[src/design/bsrs_cfg.svh]
// constants for the boot strap reset sequencer
// ==========================================================================
// Summary of operation
// - latch three strap pins three clocks after internal reset release
// - strap pins pulled up, open reads one
// - on failure advance; default emmc, nor, sd, usb
// - sd low, nor low: sd nor emmc usb
// - sd low, nor high: sd emmc nor usb
// - usb low, sd high: usb first, sd last
// - usb, sd high: sd third, usb fourth
// - hold reset output low while supply low
// - keep reset low 156 ms after supply good
// ==========================================================================
`ifndef BSRS_CFG_SVH
`define BSRS_CFG_SVH

`define BSRS_CLK_HZ          25000000
`define BSRS_POR_DELAY_MS    156
`define BSRS_POR_MIN_MS      109
`define BSRS_POR_MAX_MS      218
`define BSRS_EXT_RST_MIN_MS  30
`define BSRS_POR_CYCLES      ((`BSRS_CLK_HZ / 1000) * `BSRS_POR_DELAY_MS)
`define BSRS_STRAP_RESET     3'h7
`define BSRS_NOR_BIT         0
`define BSRS_SD_BIT          1
`define BSRS_USB_BIT         2

`endif

[src/design/bsrs_pkg.sv]
// types for the boot strap reset sequencer
package bsrs_pkg;
	typedef enum logic [1:0] {
		BSRS_SRC_EMMC,
		BSRS_SRC_SD,
		BSRS_SRC_NOR,
		BSRS_SRC_USB
	} bsrs_src_t;

	typedef enum logic [1:0] {
		BSRS_ST_IDLE,
		BSRS_ST_TRY,
		BSRS_ST_DONE,
		BSRS_ST_EXHAUSTED
	} bsrs_state_t;
endpackage

[src/design/bsrs_order_decode.sv]
// decodes the captured strap code into an ordered list of boot sources
`timescale 1ns/1ps
`default_nettype none
`include "bsrs_cfg.svh"
module bsrs_order_decode (
	input  wire logic [2:0]          i_code,
	input  wire logic [1:0]          i_slot,
	output var bsrs_pkg::bsrs_src_t  o_src
);
	logic nor_first_n;
	logic sd_first_n;
	logic usb_first_n;
	bsrs_pkg::bsrs_src_t order [4];

	assign nor_first_n = i_code[`BSRS_NOR_BIT];
	assign sd_first_n  = i_code[`BSRS_SD_BIT];
	assign usb_first_n = i_code[`BSRS_USB_BIT];

	always_comb begin
		if (!sd_first_n) begin
			// usb-first level is ignored once sd is forced first
			order[0] = bsrs_pkg::BSRS_SRC_SD;
			order[1] = nor_first_n ? bsrs_pkg::BSRS_SRC_EMMC : bsrs_pkg::BSRS_SRC_NOR;
			order[2] = nor_first_n ? bsrs_pkg::BSRS_SRC_NOR : bsrs_pkg::BSRS_SRC_EMMC;
			order[3] = bsrs_pkg::BSRS_SRC_USB;
		end else if (!usb_first_n) begin
			order[0] = bsrs_pkg::BSRS_SRC_USB;
			order[1] = nor_first_n ? bsrs_pkg::BSRS_SRC_EMMC : bsrs_pkg::BSRS_SRC_NOR;
			order[2] = nor_first_n ? bsrs_pkg::BSRS_SRC_NOR : bsrs_pkg::BSRS_SRC_EMMC;
			order[3] = bsrs_pkg::BSRS_SRC_SD;
		end else begin
			order[0] = nor_first_n ? bsrs_pkg::BSRS_SRC_EMMC : bsrs_pkg::BSRS_SRC_NOR;
			order[1] = nor_first_n ? bsrs_pkg::BSRS_SRC_NOR : bsrs_pkg::BSRS_SRC_EMMC;
			order[2] = bsrs_pkg::BSRS_SRC_SD;
			order[3] = bsrs_pkg::BSRS_SRC_USB;
		end
		o_src = order[i_slot];
	end
endmodule
`default_nettype wire

[src/design/bsrs_top.sv]
// boot strap capture, boot source stepping and power-on reset delay
`timescale 1ns/1ps
`default_nettype none
`include "bsrs_cfg.svh"
module bsrs_top #(
	parameter int unsigned POR_CYCLES = `BSRS_POR_CYCLES
) (
	input  wire logic                 i_core_clk,
	input  wire logic                 i_arst_n,
	input  wire logic                 i_supply_good,
	input  wire logic                 i_strap_pin_a,
	input  wire logic                 i_strap_pin_b,
	input  wire logic                 i_strap_pin_c,
	input  wire logic                 i_boot_start,
	input  wire logic                 i_boot_fail,
	input  wire logic                 i_boot_ok,
	output logic                      o_por_out_n,
	output logic [2:0]                o_boot_strap_config,
	output var bsrs_pkg::bsrs_src_t   o_boot_src,
	output logic                      o_boot_src_valid,
	output logic                      o_boot_done,
	output logic                      o_boot_exhausted
);
	// ======================================================================
	// reset release
	logic       rst_s1_q;
	logic       rst_n_q;

	always_ff @(posedge i_core_clk or negedge i_arst_n) begin
		if (!i_arst_n) begin
			rst_s1_q <= 1'b0;
			rst_n_q  <= 1'b0;
		end else begin
			rst_s1_q <= 1'b1;
			rst_n_q  <= rst_s1_q;
		end
	end

	// ======================================================================
	// pin synchronisers
	// a floating strap pin is modelled as a one: the pad pull-up drives it high
	logic [3:0] pin_s1_q;
	logic [3:0] pin_s2_q;
	logic [3:0] pin_raw;

	assign pin_raw = {i_supply_good, i_strap_pin_c, i_strap_pin_b, i_strap_pin_a};

	always_ff @(posedge i_core_clk or negedge rst_n_q) begin
		if (!rst_n_q) begin
			pin_s1_q <= {1'b0, `BSRS_STRAP_RESET};
			pin_s2_q <= {1'b0, `BSRS_STRAP_RESET};
		end else begin
			pin_s1_q <= pin_raw;
			pin_s2_q <= pin_s1_q;
		end
	end

	// ======================================================================
	// strap capture, once per reset release
	// capture waits for the synchroniser to fill so released-reset pins are seen
	logic [1:0] cap_wait_q;
	logic       captured_q;
	logic [2:0] code_q;

	always_ff @(posedge i_core_clk or negedge rst_n_q) begin
		if (!rst_n_q) begin
			cap_wait_q <= 2'h0;
			captured_q <= 1'b0;
			code_q     <= `BSRS_STRAP_RESET;
		end else if (!captured_q) begin
			if (cap_wait_q == 2'h2) begin
				captured_q <= 1'b1;
				code_q     <= pin_s2_q[2:0];
			end else begin
				cap_wait_q <= cap_wait_q + 2'h1;
			end
		end
	end

	always_ff @(posedge i_core_clk or negedge rst_n_q) begin
		if (!rst_n_q) begin
			o_boot_strap_config <= `BSRS_STRAP_RESET;
		end else begin
			o_boot_strap_config <= code_q;
		end
	end

	// ======================================================================
	// power-on reset delay
	// a 32-bit counter is wide enough for any delay a parameter could ask for
	logic [31:0] por_cnt_q;

	always_ff @(posedge i_core_clk or negedge rst_n_q) begin
		if (!rst_n_q) begin
			por_cnt_q   <= 32'h0000_0000;
			o_por_out_n <= 1'b0;
		end else if (!pin_s2_q[3]) begin
			por_cnt_q   <= 32'h0000_0000;
			o_por_out_n <= 1'b0;
		end else if (por_cnt_q < POR_CYCLES - 1) begin
			por_cnt_q   <= por_cnt_q + 32'h0000_0001;
			o_por_out_n <= 1'b0;
		end else begin
			o_por_out_n <= 1'b1;
		end
	end

	// ======================================================================
	// boot source stepping
	bsrs_pkg::bsrs_state_t state_q;
	logic [1:0]            slot_q;
	bsrs_pkg::bsrs_src_t   src;

	bsrs_order_decode u_decode (
		.i_code (code_q),
		.i_slot (slot_q),
		.o_src  (src)
	);

	always_ff @(posedge i_core_clk or negedge rst_n_q) begin
		if (!rst_n_q) begin
			state_q <= bsrs_pkg::BSRS_ST_IDLE;
			slot_q  <= 2'h0;
		end else begin
			case (state_q)
				bsrs_pkg::BSRS_ST_IDLE: begin
					if (i_boot_start && captured_q && o_por_out_n) begin
						state_q <= bsrs_pkg::BSRS_ST_TRY;
						slot_q  <= 2'h0;
					end
				end
				bsrs_pkg::BSRS_ST_TRY: begin
					if (i_boot_ok) begin
						state_q <= bsrs_pkg::BSRS_ST_DONE;
					end else if (i_boot_fail) begin
						if (slot_q == 2'h3) begin
							state_q <= bsrs_pkg::BSRS_ST_EXHAUSTED;
						end else begin
							slot_q <= slot_q + 2'h1;
						end
					end
				end
				bsrs_pkg::BSRS_ST_DONE: begin
					state_q <= bsrs_pkg::BSRS_ST_DONE;
				end
				bsrs_pkg::BSRS_ST_EXHAUSTED: begin
					state_q <= bsrs_pkg::BSRS_ST_EXHAUSTED;
				end
				default: begin
					state_q <= bsrs_pkg::BSRS_ST_IDLE;
				end
			endcase
		end
	end

	always_ff @(posedge i_core_clk or negedge rst_n_q) begin
		if (!rst_n_q) begin
			o_boot_src       <= bsrs_pkg::BSRS_SRC_EMMC;
			o_boot_src_valid <= 1'b0;
			o_boot_done      <= 1'b0;
			o_boot_exhausted <= 1'b0;
		end else begin
			o_boot_src       <= src;
			o_boot_src_valid <= (state_q == bsrs_pkg::BSRS_ST_TRY);
			o_boot_done      <= (state_q == bsrs_pkg::BSRS_ST_DONE);
			o_boot_exhausted <= (state_q == bsrs_pkg::BSRS_ST_EXHAUSTED);
		end
	end
endmodule
`default_nettype wire

[config.mk]
export PLATFORM = sky130hd
export DESIGN_NAME = bsrs_top
export DESIGN_NICKNAME = d
export VERILOG_FILES = /design/src/design/bsrs_pkg.sv /design/src/design/bsrs_order_decode.sv /design/src/design/bsrs_top.sv
export VERILOG_INCLUDE_DIRS = /design/src /design/src/design
export SDC_FILE = /design/constraint.sdc
export NUM_CORES = 1
export LEC_CHECK = 0
export BUFFER_PORTS_ARGS = -buffer_cell sky130_fd_sc_hd__buf_4
export CORE_MARGIN = 2
export CORE_UTILIZATION = 55
export DETAILED_ROUTE_END_ITERATION = 8
export PLACE_DENSITY = 0.73
export SYNTH_ARGS = -nofsm -noshare
export SYNTH_HDL_FRONTEND = slang
export SYNTH_HIERARCHICAL = 1
export SYNTH_SLANG_ARGS = --single-unit
[constraint.sdc]
create_clock -name i_core_clk -period 3 [get_ports i_core_clk]
set_input_delay 0.3 -clock i_core_clk [delete_from_list [all_inputs] [get_ports i_core_clk]]
set_output_delay 0.3 -clock i_core_clk [all_outputs]
set_load 0.005 [all_outputs]
==> results.py, run 1 <==
metrics = {
    "global_routing": {
        "antenna_found_initial": 0,
        "grt_pass1_wl_mm": 8.45,
        "grt_pass1_vias": 1806,
        "grt_overflow": 0,
        "track_usage_pct": 20.7,
        "grt_max_degree": 40,
    },
    "setup_path": {
        "crit_fanout": 20,
        "crit_required_ns": 3.25,
        "cp.arrival_ns": 2.67,
        "start_kind": "flop",
        "cp_slowest_cell": "o2111a_1",
        "crit_chain": "ha_1, nand4_1, a2111oi_0, o2111a_1, buf_4, o21ai_0, a21boi_0",
        "r2r_slack_ns": 0.58,
        "cp-end-kind": "flop",
        "critPathKind": "reg -> reg",
        "max_stage_delay_ns": 0.62,
    },
    "routing": {
        "drt_first_pass_iters": 4,
        "wl_per_cell_um": 13.9,
        "wirelength_mm": 4.74,
        "ant_nets": 0,
        "dr_total_vias": 1862,
        "drt_iter0_drc": 206,
        "drc": 0,
        "viasPerCell": 5.48,
    },
    "cells_and_area": {
        "syn_to_final_growth_pct": 14.6,
        "diodes": 0,
        "postLayoutCoreUtil_pct": 65.7,
        "final_area_um2": 3100,
        "drive_gt1_share_pct": 22.0,
        "layout.nets": 282,
        "final_cells": 340,
        "fill_cells": 398,
    },
    "placement": {
        "post-place-cells": 323,
        "dp_hpwl_mm": 3.16,
        "pre_cts_ws_ns": 0.587,
        "placed_cell_area_um2": 2900,
        "place_congestion": 0.815,
        "io_buffers": 17,
    },
    "synthesis": {
        "synth_fa_ha_area_share_pct": 2.31,
        "seq_area_frac_synth_pct": 57.0,
        "synth_mux_area_share_pct": 3.88,
        "ys.warnings.count": 6,
        "synthSimpleGateAreaFrac_pct": 21.4,
        "yosysUniqueCellTypes": 44,
        "synth.ff_latch_count": 61,
        "synth_top_family_by_area": "simple AND/OR/NAND/NOR gates",
        "synth_xor_area_share_pct": 1.29,
        "netlist.area_leader.share_pct": 45.3,
        "synth-compound-area-share_pct": 11.4,
        "syn_area_per_cell_um2": 11.0,
        "synth_area_leaders": "dfrtp_1 (45%), dfstp_2 (12%), nand2_1 (2.9%), o21ai_0 (2.6%), ha_1 (2.3%)",
        "syn_area_um2": 2710,
        "synth_top_area_cell": "dfrtp_1",
        "netlist_instances": 245,
        "syn_nets": 259,
    },
    "timing": {
        "period_share_pct": 80.5,
        "timing.final.hold_violations": 0,
        "skew_ns": 0.00971,
        "hold_ws_ns": 0.0681,
        "fmax_mhz": 414,
        "setup_viol": 0,
        "slew_violations": 0,
        "tightest_slew_ns": 1.08,
        "rsz0062_at_grt": "no",
        "relSlewSlack_pct": 28.1,
        "fin_crit_ns": 2.42,
        "fin_setup_tns_ns": 0,
        "postLayoutSetupSlackWorst_ns": 0.585,
    },
    "pwr": {
        "peakVddDrop_mv": 0.341,
        "power_density_nw_per_um2": 519,
        "power_mw": 1.61,
        "p_leak_nw": 1.38,
    },
    "floorplan": {
        "placement_rows": 25,
        "die_area_um2": 5500,
        "dieHeight_um": 74.1,
        "die_width_um": 74.1,
        "start_util_pct": 57.3,
        "coreArea_um2": 4720,
        "ios": 18,
    },
    "cts": {
        "htreeDepth": 3,
        "root_buffer": "clkbuf_8",
        "cts_tree": "done",
        "cts.path.max_buffers": 2,
        "cts_resized": 0,
        "numCtsBuffers": 9,
        "clock-sinks": 61,
        "clock_latency_ns": 0.34,
        "clk_pin_slew_ns": 0.07,
    },
    "run_status": {
        "status": "complete, no violations",
    },
    "flow_run": {
        "maxCapViolations": 0,
    },
    "worst_hold_path": {
        "hold_path_class": "in -> reg",
    },
}
## layout make-up
class	count	area, um^2	area share, %
sequential	61	1540	49.7
multi-input combinational	167	1090	35.3
timing repair buffer	21	160	5.16
clock buffer	10	128	4.11
tap	67	83.8	2.70
clock inverter	6	63.8	2.06
inverter	8	30.0	0.968
## cells in the final DEF (no fill, tap or decap), drive strengths merged, types with 2 or more instances in the layout
master     n
a2111oi    2
a21boi    13
a21oi      6
and2       6
and3      11
and3b      2
buf       20
clkbuf    10
clkinv     3
clkinvlp   2
dfrtp     49
dfstp     12
ha         5
inv        8
mux2       4
mux2i      6
nand2     22
nand2b     6
nand3      4
nand4     10
nor2      13
nor2b      2
nor3       3
nor3b      3
nor4       3
o21ai     14
o31ai      3
or2        2
or3       10
or4        5
xnor2      3
## per-layer routing
| layer | up-vias | GRT usage, % | share of wire, % |
|---|---|---|---|
| met4 | 0 | 11.7 | 1.9 |
| met3 | 9 | 3.66 | 3.1 |
| met2 | 36 | 30.3 | 45 |
| met1 | 893 | 29.4 | 50 |
| met5 | - | 0 | 0 |
| li1 | 924 | - | - |
## sequential cells by signal, indices dropped and copies added, names as in the netlist
register / flops
pin_s1_q: 4
o_boot_done: 1
state_q: 2
cap_wait_q: 2
o_boot_src_valid: 1
rst_s1_q: 1
o_boot_exhausted: 1
o_boot_strap_config: 3
o_por_out_n: 1
rst_n_q: 1
o_boot_src: 2
captured_q: 1
pin_s2_q: 4
por_cnt_q: 32
code_q: 3
slot_q: 2
## worst paths after layout
kind | start | to | cells after the start
max | por_cnt_q[0] | por_cnt_q[4] | 7
max reg2reg | por_cnt_q[0] | por_cnt_q[4] | 7
max in group asynchronous | rst_n_q | o_boot_strap_config[1] | 1
min in group asynchronous | i_arst_n | rst_n_q | 2
min | i_strap_pin_b | pin_s1_q[1] | 1
min reg2reg | rst_n_q | por_cnt_q[27] | 0
## critical path, delay by kind of cell (launching register included)
family                   cells  cell delay, ns
flip-flops                   1            0.41
adder cells (fa/ha/maj)      1            0.22
AO/OA/AOI/OAI                4            1.27
AND/OR/NAND/NOR              1            0.15
buffers and inverters        1            0.28
## cell families after synthesis
group	Yosys count
other	1
flip-flops	61
adder cells (fa/ha/maj)	5
multiplexers	10
buffers and inverters	17
AO/OA/AOI/OAI	44
AND/OR/NAND/NOR	103
XOR/XNOR	4
## cell usage after synthesis (all sizes together)
cell	n
a2111oi	2
a21boi	13
a21o	1
a21oi	6
a31oi	1
a32o	1
and2	6
and3	11
and3b	2
buf	1
clkbuf	8
conb	1
dfrtp	49
dfstp	12
ha	5
inv	8
mux2	4
mux2i	6
nand2	22
nand2b	6
nand3	4
nand4	10
nor2	13
nor2b	2
nor3	3
nor3b	3
nor4	3
o2111a	1
o21a	1
o21ai	14
o221ai	1
o31ai	3
or2	2
or2b	1
or3	10
or4	5
xnor2	3
xor2	1
## where the power goes
part           total (mW)  internal [mW]  switching, mW
clock               0.696          0.381          0.314
combinational      0.0448         0.0252         0.0197
sequential          0.869          0.845         0.0243
## what timing repair did
action,CTS,global route
hold endpoints to repair,2,0
setup buffers,0,0
hold buffers,1,0
Note: power is estimated with default switching activity, not from simulation.
==> inputs of run 2 (changes only) <==
--- a/config.mk
+++ b/config.mk
@@ -8,9 +8,9 @@
 export LEC_CHECK = 0
 export BUFFER_PORTS_ARGS = -buffer_cell sky130_fd_sc_hd__buf_4
 export CORE_MARGIN = 2
-export CORE_UTILIZATION = 55
+export CORE_UTILIZATION = 53
 export DETAILED_ROUTE_END_ITERATION = 8
-export PLACE_DENSITY = 0.73
+export PLACE_DENSITY = 0.74
 export SYNTH_ARGS = -nofsm -noshare
 export SYNTH_HDL_FRONTEND = slang
 export SYNTH_HIERARCHICAL = 1
==> constraint.sdc (replaced) <==
create_clock -name i_core_clk -period 2.2 [get_ports i_core_clk]
set_input_delay 0.22 -clock i_core_clk [delete_from_list [all_inputs] [get_ports i_core_clk]]
set_output_delay 0.22 -clock i_core_clk [all_outputs]
set_load 0.005 [all_outputs]
==> results.py, run 2 (synthesis results as in run 1) <==
metrics = {
    "cells_and_area": {
        "diodes": 0,
        "fill_cells": 413,
        "drive_gt1_share_pct": 28.8,
        "largest_register_ff_count": 32,
        "largest_register": "por_cnt_q",
        "final_area_um2": 3340,
        "final_cell_mix": "dfrtp_1 (48), buf_4 (24), nand2_1 (20), o21ai_0 (14), nor2_1 (13)",
        "final_common_cell": "dfrtp_1",
        "reg.largest.list": "por_cnt_q (32), pin_s1_q (4), pin_s2_q (4)",
        "syn_to_final_growth_pct": 23.3,
        "layout.nets": 294,
    },
    "routing": {
        "drc": 0,
        "wl_per_cell_um": 14.0,
        "ant_nets": 0,
        "wirelength_mm": 4.96,
        "dr_total_vias": 1907,
        "drt_iter0_drc": 103,
        "drt_first_pass_iters": 4,
        "viasPerCell": 5.37,
    },
    "pwr": {
        "power_mw": 2.34,
        "power_density_nw_per_um2": 701,
        "peakVddDrop_mv": 0.663,
        "p_leak_nw": 1.48,
    },
    "cts": {
        "root_buffer": "clkbuf_8",
        "clk_pin_slew_ns": 0.07,
        "htreeDepth": 3,
        "clock-sinks": 61,
        "cts_tree": "done",
        "numCtsBuffers": 9,
        "cts.path.max_buffers": 2,
        "clock_latency_ns": 0.34,
    },
    "setup_path": {
        "critPathKind": "reg -> reg",
        "r2r_cells": 6,
        "start_kind": "flop",
        "cp_common_cell": "or4_4",
        "r2r_start": "por_cnt_q[30]",
        "r2r_slack_ns": -0.04,
        "max_stage_delay_ns": 0.55,
        "crit_fanout": 9,
        "crit_required_ns": 2.47,
        "cp-end-kind": "flop",
        "cp.arrival_ns": 2.51,
        "crit_chain": "or4_4, a2111oi_4, clkbuf_16, nand2_4, or4_4, a21boi_2",
        "cp_slowest_cell": "or4_4",
        "r2r_end": "por_cnt_q[13]",
    },
    "timing": {
        "hold_ws_ns": 0.156,
        "postLayoutSetupSlackWorst_ns": -0.0422,
        "setup_viol": 3,
        "slew_violations": 0,
        "fmax_mhz": 446,
        "tightest_slew_ns": 0.663,
        "fin_setup_tns_ns": -0.0707,
        "skew_ns": 0.00591,
        "relSlewSlack_pct": 55.8,
        "timing.final.hold_violations": 0,
        "fin_crit_ns": 2.24,
        "period_share_pct": 102,
        "rsz0062_at_grt": "yes",
    },
    "placement": {
        "placed_cell_area_um2": 2960,
        "dp_hpwl_mm": 3.21,
        "pre_cts_ws_ns": -0.0392,
        "place_congestion": 0.769,
        "io_buffers": 17,
    },
    "global_routing": {
        "grtUsageMet1_pct": 24.3,
        "grtUsageMet3_pct": 5.29,
        "grt_busiest_layer": "met2",
        "antenna_found_initial": 0,
        "use_met2_pct": 32.2,
        "grt_pass1_wl_mm": 8.34,
        "grt_pass1_vias": 1905,
        "track_usage_pct": 20.1,
        "grt_overflow": 0,
        "grt_max_degree": 32,
    },
    "worst_hold_path": {
        "whs_endpoint": "state_q[1]",
        "holdPathStages": 3,
        "hold_start": "i_boot_ok",
        "hold_path_class": "in -> reg",
    },
    "floorplan": {
        "start_util_pct": 54.0,
        "die_width_um": 75.5,
        "ios": 18,
        "coreArea_um2": 5010,
        "die_area_um2": 5690,
        "dieHeight_um": 75.5,
        "placement_rows": 26,
    },
    "run_status": {
        "violations": "setup timing",
        "status": "finished with violations",
    },
    "flow_run": {
        "maxCapViolations": 0,
    },
}
[run 2: area by class of cell]
type / count / area [um^2] / share of cell area, %
flip-flops and latches: 61 / 1540 / 46.2
multi-input cells: 167 / 1150 / 34.4
inverters: 8 / 30.0 / 0.900
repair buffers: 33 / 307 / 9.19
clock buffers: 9 / 124 / 3.71
clock inverters: 7 / 98.8 / 2.96
well taps: 70 / 87.6 / 2.62
[run 2: per-layer routing]
| metal | part of all wire (%) | routed length (um) | vias up |
|---|---|---|---|
| met5 | 0 | 0 | - |
| met4 | 1.6 | 79 | 0 |
| met3 | 3.6 | 180 | 7 |
| met2 | 50 | 2460 | 27 |
| met1 | 45 | 2250 | 924 |
| li1 | - | - | 949 |
[run 2: power by group]
group | internal [mW] | leakage, nW | switching [mW]
Sequential | 1.15 | 0.767 | 0.0264
Clock | 0.642 | 0.110 | 0.445
Combinational | 0.0413 | 0.604 | 0.0345
[run 2: worst max-delay path by stage]
stage	from	cells past startpoint	slack, ns	end
floorplan	por_cnt_q[29]	5	0.06	por_cnt_q[13]
global placement	por_cnt_q[29]	6	0.03	por_cnt_q[11]
detailed placement	por_cnt_q[29]	6	-0.04	por_cnt_q[13]
CTS	por_cnt_q[27]	6	-0.01	por_cnt_q[13]
global route	por_cnt_q[28]	7	-0.11	por_cnt_q[10]
finish	por_cnt_q[30]	6	-0.04	por_cnt_q[13]
[run 2: worst max-delay path: cells and delay by family, from the launching register on]
| family | cells | cell delay (ns) |
|---|---|---|
| AND/OR/NAND/NOR | 3 | 1.13 |
| AO/OA/AOI/OAI | 2 | 0.45 |
| flip-flops | 1 | 0.37 |
| buffers and inverters | 1 | 0.22 |
[run 2: timing repair]
item,CTS,global route
hold buffers,5,0
setup endpoints to repair,4,27
hold endpoints to repair,6,0
pin swaps,2,11
setup buffers,3,1
gates resized for setup,3,18
[run 2: metrics by stage]
stage	util [%]	instances
after floorplan	-	245
after global placement	59.1	330
after detailed placement	59.1	330
final	66.6	355
after global routing	66.6	355
after CTS	65.3	354
==> inputs of run 3 (changes only) <==
--- a/config.mk
+++ b/config.mk
@@ -8,9 +8,10 @@
 export LEC_CHECK = 0
 export BUFFER_PORTS_ARGS = -buffer_cell sky130_fd_sc_hd__buf_4
 export CORE_MARGIN = 2
-export CORE_UTILIZATION = 53
+export CORE_UTILIZATION = 55
+export CTS_BUF_LIST = sky130_fd_sc_hd__clkbuf_4 sky130_fd_sc_hd__clkbuf_8
 export DETAILED_ROUTE_END_ITERATION = 8
-export PLACE_DENSITY = 0.74
+export PLACE_DENSITY = 0.76
 export SYNTH_ARGS = -nofsm -noshare
 export SYNTH_HDL_FRONTEND = slang
 export SYNTH_HIERARCHICAL = 1
==> results.py, run 3 (synthesis results as in run 1) <==
metrics = {
    "run_status": {
        "status": "finished with violations",
        "violations": "setup timing",
    },
    "flow_run": {
        "maxCapViolations": 0,
    },
    "cells_and_area": {
        "fill_cells": 360,
        "layout.nets": 293,
        "diodes": 0,
        "final_cells": 351,
        "final_common_cell": "dfrtp_1",
        "final_area_um2": 3260,
        "final_cell_mix": "dfrtp_1 (48), buf_4 (25), nand2_1 (21), o21ai_0 (14), nor2_1 (13)",
        "syn_to_final_growth_pct": 20.5,
        "drive_gt1_share_pct": 26.1,
        "largest_register_ff_count": 32,
        "largest_register": "por_cnt_q",
        "postLayoutCoreUtil_pct": 69.0,
        "reg.largest.list": "por_cnt_q (32), pin_s1_q (4), pin_s2_q (4)",
    },
    "global_routing": {
        "grt_max_degree": 39,
        "track_usage_pct": 20.5,
        "grt_overflow": 0,
        "antenna_found_initial": 0,
        "grt_pass1_wl_mm": 8.48,
        "grt_pass1_vias": 1915,
    },
    "routing": {
        "wl_per_cell_um": 13.5,
        "drt_first_pass_iters": 4,
        "dr_total_vias": 1904,
        "ant_nets": 0,
        "drc": 0,
        "wirelength_mm": 4.73,
        "viasPerCell": 5.42,
        "drt_iter0_drc": 115,
    },
    "pwr": {
        "p_switching_mw": 0.489,
        "power_mw": 2.23,
        "p_leak_nw": 1.45,
        "peakVddDrop_mv": 0.488,
        "power_density_nw_per_um2": 684,
        "p_int_mw": 1.74,
        "pwr-share-seq_pct": 52.7,
        "combPwrFrac_pct": 3.5,
        "swShare_pct": 21.9,
        "clockPowerShare_pct": 43.8,
    },
    "setup_path": {
        "crit_family": "simple AND/OR/NAND/NOR gates",
        "max_stage_delay_ns": 0.54,
        "crit_chain": "or4_4, a2111oi_4, buf_12, nand2_4, or4_1, a21boi_1",
        "crit_required_ns": 2.46,
        "cp-end-kind": "flop",
        "critPathKind": "reg -> reg",
        "r2r_slack_ns": -0.006,
        "crit_fanout": 9,
        "cp.arrival_ns": 2.46,
        "start_kind": "flop",
        "r2r_start": "por_cnt_q[27]",
        "cp_slowest_cell": "or4_4",
        "r2r_cells": 6,
        "path_buf_inv": 1,
        "r2r_end": "por_cnt_q[13]",
        "cp-startpoint": "por_cnt_q[27]",
    },
    "floorplan": {
        "start_util_pct": 57.3,
        "dieHeight_um": 74.1,
        "die_width_um": 74.1,
        "coreArea_um2": 4720,
        "die_area_um2": 5500,
        "placement_rows": 25,
        "ios": 18,
    },
    "worst_hold_path": {
        "holdPathStages": 3,
        "hold_path_class": "in -> reg",
        "hold_start": "i_boot_ok",
        "whs_endpoint": "state_q[1]",
    },
    "timing": {
        "rsz0062_at_grt": "yes",
        "timing.final.hold_violations": 0,
        "hold_ws_ns": 0.176,
        "slew_violations": 0,
        "fin_crit_ns": 2.21,
        "fmax_mhz": 453,
        "period_share_pct": 100,
        "postLayoutSetupSlackWorst_ns": -0.00591,
        "fin_setup_tns_ns": -0.00591,
        "skew_ns": 0.00586,
        "setup_viol": 1,
    },
    "cts": {
        "clock_latency_ns": 0.33,
        "htreeDepth": 3,
        "root_buffer": "clkbuf_8",
        "numCtsBuffers": 9,
        "cts.path.max_buffers": 2,
        "clock-sinks": 61,
        "clk_pin_slew_ns": 0.07,
        "cts_tree": "done",
    },
    "placement": {
        "placed_cell_area_um2": 2950,
        "place_congestion": 0.746,
        "pre_cts_ws_ns": -0.0238,
        "dp_hpwl_mm": 3.03,
        "post-place-cells": 326,
        "io_buffers": 17,
    },
}
## run 3: timing repair
item                                    CTS  global route
setup buffers                             4             0
hold buffers                              5             0
endpoints found under the setup margin    3            18
hold endpoints to repair                  6             0
pin swaps                                 4             0
gates resized for setup                   5             5
## run 3: tightest hold or removal path, cell delays in order
cell and delay [ns]:
buf_4 0.09, a21oi_1 0.03, o21ai_0 0.12
## run 3: cell type report
| type | count | area, um^2 | share of cell area [%] |
|---|---|---|---|
| clock buffer | 10 | 138 | 4.22 |
| clock inverter | 6 | 62.6 | 1.92 |
| inverter | 8 | 30.0 | 0.921 |
| multi-input combinational | 167 | 1130 | 34.5 |
| sequential | 61 | 1540 | 47.3 |
| tap | 67 | 83.8 | 2.57 |
| timing repair buffer | 32 | 278 | 8.52 |
## run 3: worst max path at each step
stage | endpoint | cells past startpoint
floorplan | por_cnt_q[13] | 5
CTS | por_cnt_q[19] | 8
finish | por_cnt_q[13] | 6
detailed placement | por_cnt_q[11] | 6
global route | por_cnt_q[4] | 7
global placement | por_cnt_q[11] | 6
## run 3: metal layers
metal	global-route usage, %	up-vias	routed length [um]
li1	-	945	-
met1	27.5	912	2190
met2	31.3	39	2240
met3	4.47	8	203
met4	11.3	0	92
met5	0	-	0
## run 3: power by group through the flow
stage / logic (mW) / registers (mW) / clock network [mW]
after floorplan: 0.0317 / 1.20 / 0
after CTS: 0.0804 / 1.18 / 1.00
after detailed placement: 0.0732 / 1.20 / 0
after global placement: 0.0713 / 1.19 / 0
final: 0.0784 / 1.18 / 0.977
after global routing: 0.0899 / 1.18 / 1.05
